[src/logic/octal_latch_cfg.svh]
// timing counts and reset values for the octal output latch control
`ifndef OCTAL_LATCH_CFG_SVH
`define OCTAL_LATCH_CFG_SVH
`define CHAN_COUNT 8
`define LATCH_RESET 8'h00
`define REJECT_LIMIT 3'h4
`define STABLE_TIME_NS 1000
`define STABLE_CYCLES (((`STABLE_TIME_NS) + 9) / 10)
`define PWM_ON_CYCLES 8'h0F
`define PWM_PERIOD_CYCLES 8'hFF
`endif

[src/logic/octal_latch_pkg.sv]
// types for the octal output latch control
package octal_latch_pkg;
    typedef enum logic [2:0] {
        st_wait = 3'b001,
        st_run = 3'b010,
        st_mute = 3'b100
    } link_state_t;
endpackage

[src/logic/isolated_octal_output_latch_ctrl.sv]
// control logic of an isolated eight channel output switch
`timescale 1ns/100ps
`include "octal_latch_cfg.svh"
module isolated_octal_output_latch_ctrl
    import octal_latch_pkg::*;
(
    input wire logic clock,
    input wire logic rst,
    input wire logic outputs_kill_n,
    input wire logic select_n,
    input wire logic load_n,
    input wire logic [7:0] channel_cmd_bits,
    input wire logic [7:0] channel_overtemp,
    input wire logic load_supply_low,
    input wire logic link_xfer_strobe,
    input wire logic link_xfer_valid,
    output logic [7:0] switch_channel_out,
    output logic overtemp_alarm_n,
    output logic overtemp_alarm_oe
);
    // three-stage input synchronisers
    logic [2:0] kill_s1_q, kill_s1_d;
    logic [2:0] sel_s1_q, sel_s1_d;
    logic [2:0] load_s1_q, load_s1_d;
    logic [7:0] dat_s1_q, dat_s1_d, dat_s2_q, dat_s2_d, dat_s3_q, dat_s3_d;
    logic kill_n_q, kill_n_d, sel_n_q, sel_n_d, load_n_q, load_n_d;
    logic [7:0] dat_q, dat_d;
    logic [7:0] in_latch_q, in_latch_d;
    logic [7:0] out_buf_q, out_buf_d;
    logic armed_q, armed_d;
    logic [7:0] out_q, out_d;
    logic alarm_n_q, alarm_n_d;
    logic [10:0] stable_cnt_q, stable_cnt_d;
    link_state_t link_q, link_d;
    logic [2:0] rej_q, rej_d;
    logic [7:0] pwm_q, pwm_d;
    logic direct;
    logic [7:0] hot_off;
    logic alarm_oe_q, alarm_oe_d;

    always_comb begin
        kill_s1_d = {kill_s1_q[1:0], outputs_kill_n};
        sel_s1_d = {sel_s1_q[1:0], select_n};
        load_s1_d = {load_s1_q[1:0], load_n};
        dat_s1_d = channel_cmd_bits;
        dat_s2_d = dat_s1_q;
        dat_s3_d = dat_s2_q;
        kill_n_d = (kill_s1_q[2] == kill_s1_q[1]) ? kill_s1_q[1] : kill_n_q;
        sel_n_d = (sel_s1_q[2] == sel_s1_q[1]) ? sel_s1_q[1] : sel_n_q;
        load_n_d = (load_s1_q[2] == load_s1_q[1]) ? load_s1_q[1] : load_n_q;
    end

    // per-bit settle filter on the data lines
    for (genvar g = 0; g < `CHAN_COUNT; g++) begin : g_dat
        assign dat_d[g] = (dat_s3_q[g] == dat_s2_q[g]) ? dat_s2_q[g]
            : dat_q[g];
    end

    always_ff @(posedge clock) begin
        if (rst) begin
            kill_s1_q <= 3'h0;
            sel_s1_q <= 3'h7;
            load_s1_q <= 3'h7;
            dat_s1_q <= 8'h00;
            dat_s2_q <= 8'h00;
            dat_s3_q <= 8'h00;
            kill_n_q <= 1'h0;
            sel_n_q <= 1'h1;
            load_n_q <= 1'h1;
            dat_q <= 8'h00;
        end else begin
            kill_s1_q <= kill_s1_d;
            sel_s1_q <= sel_s1_d;
            load_s1_q <= load_s1_d;
            dat_s1_q <= dat_s1_d;
            dat_s2_q <= dat_s2_d;
            dat_s3_q <= dat_s3_d;
            kill_n_q <= kill_n_d;
            sel_n_q <= sel_n_d;
            load_n_q <= load_n_d;
            dat_q <= dat_d;
        end
    end

    assign direct = !sel_n_q && !load_n_q;

    // write path: input latches, output buffer, kill
    always_comb begin
        in_latch_d = in_latch_q;
        out_buf_d = out_buf_q;
        armed_d = armed_q;
        if (!sel_n_q && !load_n_q) begin
            in_latch_d = dat_q;
            armed_d = 1'b1;
        end
        // select rise copies the held input latch value into the output buffer
        if (!sel_n_q && sel_n_d) begin
            out_buf_d = in_latch_q;
        end
        if (!kill_n_q) begin
            in_latch_d = `LATCH_RESET;
            out_buf_d = `LATCH_RESET;
            armed_d = 1'b0;
        end
    end

    // link check on received transfers
    always_comb begin
        link_d = link_q;
        rej_d = rej_q;
        stable_cnt_d = stable_cnt_q;
        case (link_q)
            st_wait: begin
                if (stable_cnt_q == 11'(`STABLE_CYCLES)) begin
                    link_d = st_run;
                end else begin
                    stable_cnt_d = stable_cnt_q + 11'h001;
                end
            end
            st_run: begin
                if (link_xfer_strobe && !link_xfer_valid) begin
                    rej_d = rej_q + 3'h1;
                    if (rej_q + 3'h1 == `REJECT_LIMIT) begin
                        link_d = st_mute;
                        rej_d = 3'h0;
                    end
                end else if (link_xfer_strobe) begin
                    rej_d = 3'h0;
                end
            end
            st_mute: begin
                if (link_xfer_strobe && link_xfer_valid) begin
                    link_d = st_run;
                end
            end
            default: begin
                link_d = st_wait;
            end
        endcase
    end

    // output stage with thermal duty pattern
    always_comb begin
        pwm_d = (pwm_q == `PWM_PERIOD_CYCLES) ? 8'h00 : pwm_q + 8'h01;
        out_d = 8'h00;
        if (link_q == st_run && kill_n_q && armed_q) begin
            out_d = direct ? dat_q : out_buf_q;
        end
        out_d = out_d & ~hot_off;
        alarm_n_d = !(|channel_overtemp || load_supply_low);
        alarm_oe_d = |channel_overtemp || load_supply_low;
    end

    // hot channels stay off outside the short on window of the pattern
    for (genvar g = 0; g < `CHAN_COUNT; g++) begin : g_hot
        assign hot_off[g] = channel_overtemp[g] && pwm_q >= `PWM_ON_CYCLES;
        property p_hot_duty;
            @(posedge clock) disable iff (rst)
            (channel_overtemp[g] && pwm_q >= `PWM_ON_CYCLES)
                |=> !switch_channel_out[g];
        endproperty
        a_hot_duty: assert property (p_hot_duty)
            else $error("hot channel on outside its duty window");
    end

    always_ff @(posedge clock) begin
        if (rst) begin
            in_latch_q <= `LATCH_RESET;
            out_buf_q <= `LATCH_RESET;
            armed_q <= 1'b0;
            link_q <= st_wait;
            rej_q <= 3'h0;
            stable_cnt_q <= 11'h000;
            pwm_q <= 8'h00;
            out_q <= 8'h00;
            alarm_n_q <= 1'b1;
            alarm_oe_q <= 1'b0;
        end else begin
            in_latch_q <= in_latch_d;
            out_buf_q <= out_buf_d;
            armed_q <= armed_d;
            link_q <= link_d;
            rej_q <= rej_d;
            stable_cnt_q <= stable_cnt_d;
            pwm_q <= pwm_d;
            out_q <= out_d;
            alarm_n_q <= alarm_n_d;
            alarm_oe_q <= alarm_oe_d;
        end
    end

    assign switch_channel_out = out_q;
    assign overtemp_alarm_n = alarm_n_q;
    assign overtemp_alarm_oe = alarm_oe_q;

    property p_kill_off;
        @(posedge clock) disable iff (rst)
        !kill_n_q |=> switch_channel_out == 8'h00;
    endproperty
    a_kill_off: assert property (p_kill_off)
        else $error("outputs on during kill");

    property p_kill_clear;
        @(posedge clock) disable iff (rst)
        !kill_n_q |=> in_latch_q == 8'h00 && out_buf_q == 8'h00;
    endproperty
    a_kill_clear: assert property (p_kill_clear)
        else $error("latches not cleared by kill");

    property p_stay_off;
        @(posedge clock) disable iff (rst)
        !armed_q |=> switch_channel_out == 8'h00;
    endproperty
    a_stay_off: assert property (p_stay_off)
        else $error("output on before new write");

    property p_follow;
        @(posedge clock) disable iff (rst)
        (!sel_n_q && !load_n_q && kill_n_q) |=> in_latch_q == $past(dat_q);
    endproperty
    a_follow: assert property (p_follow)
        else $error("input latch not following data");

    property p_hold;
        @(posedge clock) disable iff (rst)
        (load_n_q && kill_n_q) |=> $stable(in_latch_q);
    endproperty
    a_hold: assert property (p_hold)
        else $error("input latch changed while load high");

    property p_copy;
        @(posedge clock) disable iff (rst)
        (!sel_n_q && sel_n_d && kill_n_q) |=> out_buf_q == $past(in_latch_q);
    endproperty
    a_copy: assert property (p_copy)
        else $error("output buffer not loaded on select rise");

    property p_wait_off;
        @(posedge clock) disable iff (rst)
        link_q == st_wait |=> switch_channel_out == 8'h00;
    endproperty
    a_wait_off: assert property (p_wait_off)
        else $error("outputs on before input side stable");

    property p_alarm;
        @(posedge clock) disable iff (rst)
        (|channel_overtemp || load_supply_low)
            |=> !overtemp_alarm_n && overtemp_alarm_oe;
    endproperty
    a_alarm: assert property (p_alarm)
        else $error("alarm not asserted");

    property p_mute;
        @(posedge clock) disable iff (rst)
        link_q == st_mute |=> switch_channel_out == 8'h00;
    endproperty
    a_mute: assert property (p_mute)
        else $error("outputs on while link muted");

    property p_disarm;
        @(posedge clock) disable iff (rst)
        !kill_n_q |=> !armed_q;
    endproperty
    a_disarm: assert property (p_disarm)
        else $error("outputs still armed after kill");

    property p_direct;
        @(posedge clock) disable iff (rst)
        (direct && link_q == st_run && kill_n_q && armed_q
            && !(|channel_overtemp))
            |=> switch_channel_out == $past(dat_q);
    endproperty
    a_direct: assert property (p_direct)
        else $error("direct mode output not following data");

    property p_latched;
        @(posedge clock) disable iff (rst)
        (!direct && link_q == st_run && kill_n_q && armed_q
            && !(|channel_overtemp))
            |=> switch_channel_out == $past(out_buf_q);
    endproperty
    a_latched: assert property (p_latched)
        else $error("outputs not driven from output buffer");

    property p_wait_hold;
        @(posedge clock) disable iff (rst)
        (link_q == st_wait && stable_cnt_q != 11'(`STABLE_CYCLES))
            |=> link_q == st_wait;
    endproperty
    a_wait_hold: assert property (p_wait_hold)
        else $error("output stage enabled before settle time");

    property p_fourth_reject;
        @(posedge clock) disable iff (rst)
        (link_q == st_run && link_xfer_strobe && !link_xfer_valid
            && rej_q == `REJECT_LIMIT - 3'h1) |=> link_q == st_mute;
    endproperty
    a_fourth_reject: assert property (p_fourth_reject)
        else $error("fourth rejected transfer did not mute");

    property p_resume;
        @(posedge clock) disable iff (rst)
        (link_q == st_mute && link_xfer_strobe && link_xfer_valid)
            |=> link_q == st_run;
    endproperty
    a_resume: assert property (p_resume)
        else $error("valid transfer did not end mute");

    property p_alarm_clear;
        @(posedge clock) disable iff (rst)
        !(|channel_overtemp || load_supply_low)
            |=> overtemp_alarm_n && !overtemp_alarm_oe;
    endproperty
    a_alarm_clear: assert property (p_alarm_clear)
        else $error("alarm asserted with no fault");
endmodule

[config.mk]
export PLATFORM = sky130hd
export DESIGN_NAME = isolated_octal_output_latch_ctrl
export DESIGN_NICKNAME = d
export VERILOG_FILES = /design/src/logic/octal_latch_pkg.sv /design/src/logic/isolated_octal_output_latch_ctrl.sv
export VERILOG_INCLUDE_DIRS = /design/src /design/src/logic
export SDC_FILE = /design/constraint.sdc
export NUM_CORES = 1
export LEC_CHECK = 0
export BUFFER_PORTS_ARGS = -buffer_cell sky130_fd_sc_hd__buf_2
export CORE_AREA = 10 10 124 81
export CTS_BUF_LIST = sky130_fd_sc_hd__clkbuf_4 sky130_fd_sc_hd__clkbuf_8
export CTS_CLUSTER_SIZE = 12
export DETAILED_ROUTE_END_ITERATION = 10
export DIE_AREA = 0 0 134 91
export RECOVER_POWER = 100
export SLEW_MARGIN = 15
export SYNTH_ARGS = -nofsm -noshare
export SYNTH_HDL_FRONTEND = slang
export SYNTH_SLANG_ARGS = --single-unit
[constraint.sdc]
create_clock -name clock -period 2.5 [get_ports clock]
set_input_delay 0.125 -clock clock [delete_from_list [all_inputs] [get_ports clock]]
set_output_delay 0.125 -clock clock [all_outputs]
set_load 0.005 [all_outputs]
### Yosys cells after proc, flatten, opt, wreduce, memory -nomap -nowiden

Cells that the tools add are included.

* flip-flop bits (word level): 96
* input bits: 24

* add/sub/neg operators: 3
* order comparisons: 1
* eq/ne operators: 21
* mux-type cells: 11
* bitwise gates (word level): 4
* reduce and logical (&&, ||, !) cells: 26

Operators by type and width (number)
* 3-bit two-way mux: 7
* 8-bit two-way mux: 2
* 1-bit logical AND: 14
* 11-bit by 1-bit adder with 11-bit output, second input constant: 1
* 1-bit == test: 11
* 11-bit by 7-bit == test with 1-bit output, second input constant: 1
* 3-bit case mux with 3 select lines: 1
* 8-bit by 1-bit adder with 8-bit output, second input constant: 1
* 8-bit bitwise AND: 1
* 8-bit == test, second input constant: 1
* 8-bit by 4-bit >= comparator with 1-bit output, second input constant: 1
* 2-bit != test, second input constant: 4
* 8-bit inverter: 1
* 8-bit OR reduction: 1
* 3-bit == test, second input constant: 2
* 1-bit logical NOT: 4
* 2-bit AND reduction: 2
* 4-bit AND reduction: 1
* 2-bit OR reduction: 2
* 3-bit by 1-bit adder with 3-bit output, second input constant: 1
* 3-bit by 1-bit == test with 1-bit output, second input constant: 1
* 3-bit by 2-bit == test with 1-bit output, second input constant: 1
* 1-bit inverter: 2
* 2-bit nonzero test: 1
* other kinds (2): 2

### Longest topological paths before layout

* depth after elaboration: 5
* mapped depth: 6
* depth with buffers taken out: 6

### Least setup slack after synthesis

Ideal clock, no wire load.

* path kind: flip-flop to flip-flop
* start: reg stable_cnt_q[2]
* end: reg stable_cnt_q[0]
* arrival time: 1573 ps
* required time: 2379 ps
* path slack: 806 ps
* cell stages (with the launch flop): 6
* clock period less this slack: 1694 ps
* cells stage by stage: dfxtp_1 -> clkbuf_2 -> or4b_2 -> nor3_2 -> nor2_1 -> mux2_2

* word-level cells in the longest chain between the ends: 3

Ends and longest elaborated chain
* start: declaration: line isolated_octal_output_latch_ctrl.sv:33 `logic [10:0] stable_cnt_q, stable_cnt_d;`
* start signal: assignment: line isolated_octal_output_latch_ctrl.sv:184 `stable_cnt_q <= stable_cnt_d;`
* 11-bit by 7-bit == test with 1-bit output: line isolated_octal_output_latch_ctrl.sv:114 `` if (stable_cnt_q == 11'(`STABLE_CYCLES)) begin ``
* 1-bit inverter (no line)
* 2-bit AND reduction (no line)

No other way between the ends.
A chain may end at the register's enable or synchronous reset.

### Final worst setup path

Same ends and word-level chain as after synthesis.

==> summary.txt <==
Layout Skew - 0.00990 ns
Warnings, synthesis - 0
fraction of layout cells with a size suffix above 1 - 0.126
fmax - 495 MHz
Ports - 34
post-layout minimum cycle time - 2.02 ns
Main synth FF type - dfxtp_1
asr flop ratio synth - 0
Crit. End Element - flip-flop
drt first pass iters - 4
CTS clk-pin slew, worst paths - 0.09 ns
CTS Buf Count - 9
grt ovf - 0
Placed Instances - 486
top cells by area, synth - dfxtp_1, nand2_1, nor2b_1
DR vias - 2,506
HP Class - in2reg
Layout Utilization - 0.525
largest net degree at the start of global routing - 67
Die W - 134 um
initial antenna violation count - 0
WP data required - 2.76 ns
maximum vdd drop - 0.306 mV
Remaining DRCs - 0
Root Buffer - clkbuf_8
worst skew pair latency - 0.36 ns
Critical R2R Launch - stable_cnt_q[2]
row count - 25
Crit Path Category - reg2reg
RSZ-0062 raised after global routing - no
Detailed Route WL - 6660 um
Setup TNS - 0 ns
initial core utilization - 0.441
Setup WS pre-CTS - 0.587 ns
final period utilization - 0.808
status - finished, final reports clean
commonest cells in the netlist - dfxtp_1, nand2_1, nor2_1
antenna viol nets, final - 0
synth unique cells - 45
CTS tree - yes
CP Max Fanout - 8
share of the synthesized area in the top cell type - 0.563
die area - 12,200 um^2
clock sinks - 96
Antenna Diode Count - 0
Power Density - 676 nW/um^2
slew margin rel. - 0.163
HPWL after DPL - 4530 um
CTS H-Tree Depth - 3
total global-route track usage - 0.114
Port Buffers - 33
FF-to-FF setup slack - 0.48 ns
RePlAce Congestion - 0.745
worst reg2reg path depth - 4
area leader, netlist - dfxtp_1
wire per inst - 12.8 um
Syn Area/Cell - 9.58 um^2
Hold Path Stages - 3
Min Hold Slack - 0.0719 ns
arrival time worst endpoint - 2.28 ns
max_cap viols - 0
Cells after Synth - 356
register area share after synthesis - 0.563
top-count cell post-synth - dfxtp_1
post-synthesis register bit count - 96
Final nets - 437
first-pass GRT wire length - 11,500 um
final setup vio count - 0
CORE AREA - 7730 um^2
final critical-path setup slack - 0.481 ns
reg-to-reg endpoint - stable_cnt_q[0]
final-report max-slew violation count - 0
Post-Syn Area - 3410 um^2
Final Hold Fails - 0
DR iter-0 viols - 136
number of global-route vias before repair - 2,368
Hold Startpoint - link_xfer_strobe
EDFF count, synth - 0
Worst-Margin Slew - 1.25 ns
Via density - 4.81
Worst setup SP type - flip-flop
Leak - 1.54 nW
Max clock buf depth - 2
fin cells - 521
Die Height - 91 um
syn nets - 385
WHS Endpoint - rej_q[2]
P&R area growth vs syn - 18.9%
Post-CTS Setup Inserts - 0
## critical path, stage by stage (launching register included)
cell	delay, ns
dfxtp_1	0.48
or4b_2	0.62
nor3_1	0.41
nor2_1	0.12
mux2_2	0.29
## area by class of cell
type	instances	area [um^2]
Tap cell	108	135
Timing Repair Buffer	53	348
Clock inverter	5	65.1
Fill cell	729	3670
Sequential cell	96	1920
Inverter	6	22.5
Clock buffer	11	151
Multi-Input combinational cell	242	1410
## cell usage in the layout, fill, tap and decap left out, drive strengths merged, types with 2 or more instances in the layout
cell type and n:
a21oi 29, a221oi 8, a31o 2, and3 2, buf 23, clkbuf 22
clkinv 4, dfxtp 96, dlygate4sd3 19, ha 5, inv 6, mux2i 8
nand2 46, nand2b 3, nand3 8, nand3b 2, nand4 3, nor2 35
nor2b 27, nor3 6, o21ai 13, o21bai 2, or2 9, or3 4
xnor2 3, xor2 8
## timing repair
action / CTS / global route
hold buffers: 19 / 0
gates resized for setup: 0 / 0
endpoints found under the hold margin: 19 / 0
## metal layers
| metal | global-route usage | wire length (um) | share of wire |
|---|---|---|---|
| met5 | 0 | 0 | 0 |
| met4 | 0.0433 | 87 | 0.013 |
| met3 | 0.0429 | 410 | 0.062 |
| met2 | 0.153 | 2590 | 0.39 |
| met1 | 0.161 | 3570 | 0.54 |
## cell families after synthesis
kind of cell | synth area share
AND/OR/NAND/NOR | 0.233
flip-flops | 0.563
AO/OA/AOI/OAI | 0.110
buffers and inverters | 0.0202
XOR/XNOR | 0.0282
multiplexers | 0.0268
adder cells (fa/ha/maj) | 0.0183
## sequential cells by signal (all words and copies together) (netlist names), 3 cells and up
register,count
stable_cnt_q,11
link_q,3
dat_s2_q,8
out_buf_q,8
kill_s1_q,3
dat_s3_q,8
switch_channel_out,8
load_s1_q,3
pwm_q,8
sel_s1_q,3
rej_q,3
dat_q,8
dat_s1_q,8
in_latch_q,8
## where the power goes
part / internal, mW / switching [mW]
combinational: 0.0608 / 0.0510
clock: 0.524 / 0.528
sequential: 1.56 / 0.0172
total: 2.14 / 0.596
## how the worst max path moves through the flow
stage | from | cells after the start | end
2_1_floorplan | stable_cnt_q[2] | 5 | stable_cnt_q[0]
3_3_place_gp | stable_cnt_q[2] | 4 | stable_cnt_q[0]
3_5_place_dp | link_q[1] | 3 | switch_channel_out[2]
4_1_cts | link_q[1] | 3 | switch_channel_out[2]
5_1_grt | stable_cnt_q[2] | 4 | stable_cnt_q[0]
6_report | stable_cnt_q[2] | 4 | stable_cnt_q[0]
## stage by stage
stage                     power (mW)  cell area (um^2)
after detailed placement        1.70              3670
after CTS                       2.78              4080
after global routing            2.86              4050
after floorplan                 1.66              3410
final                           2.74              4050
after global placement          1.70              3670
(Power assumes the default switching activity.)
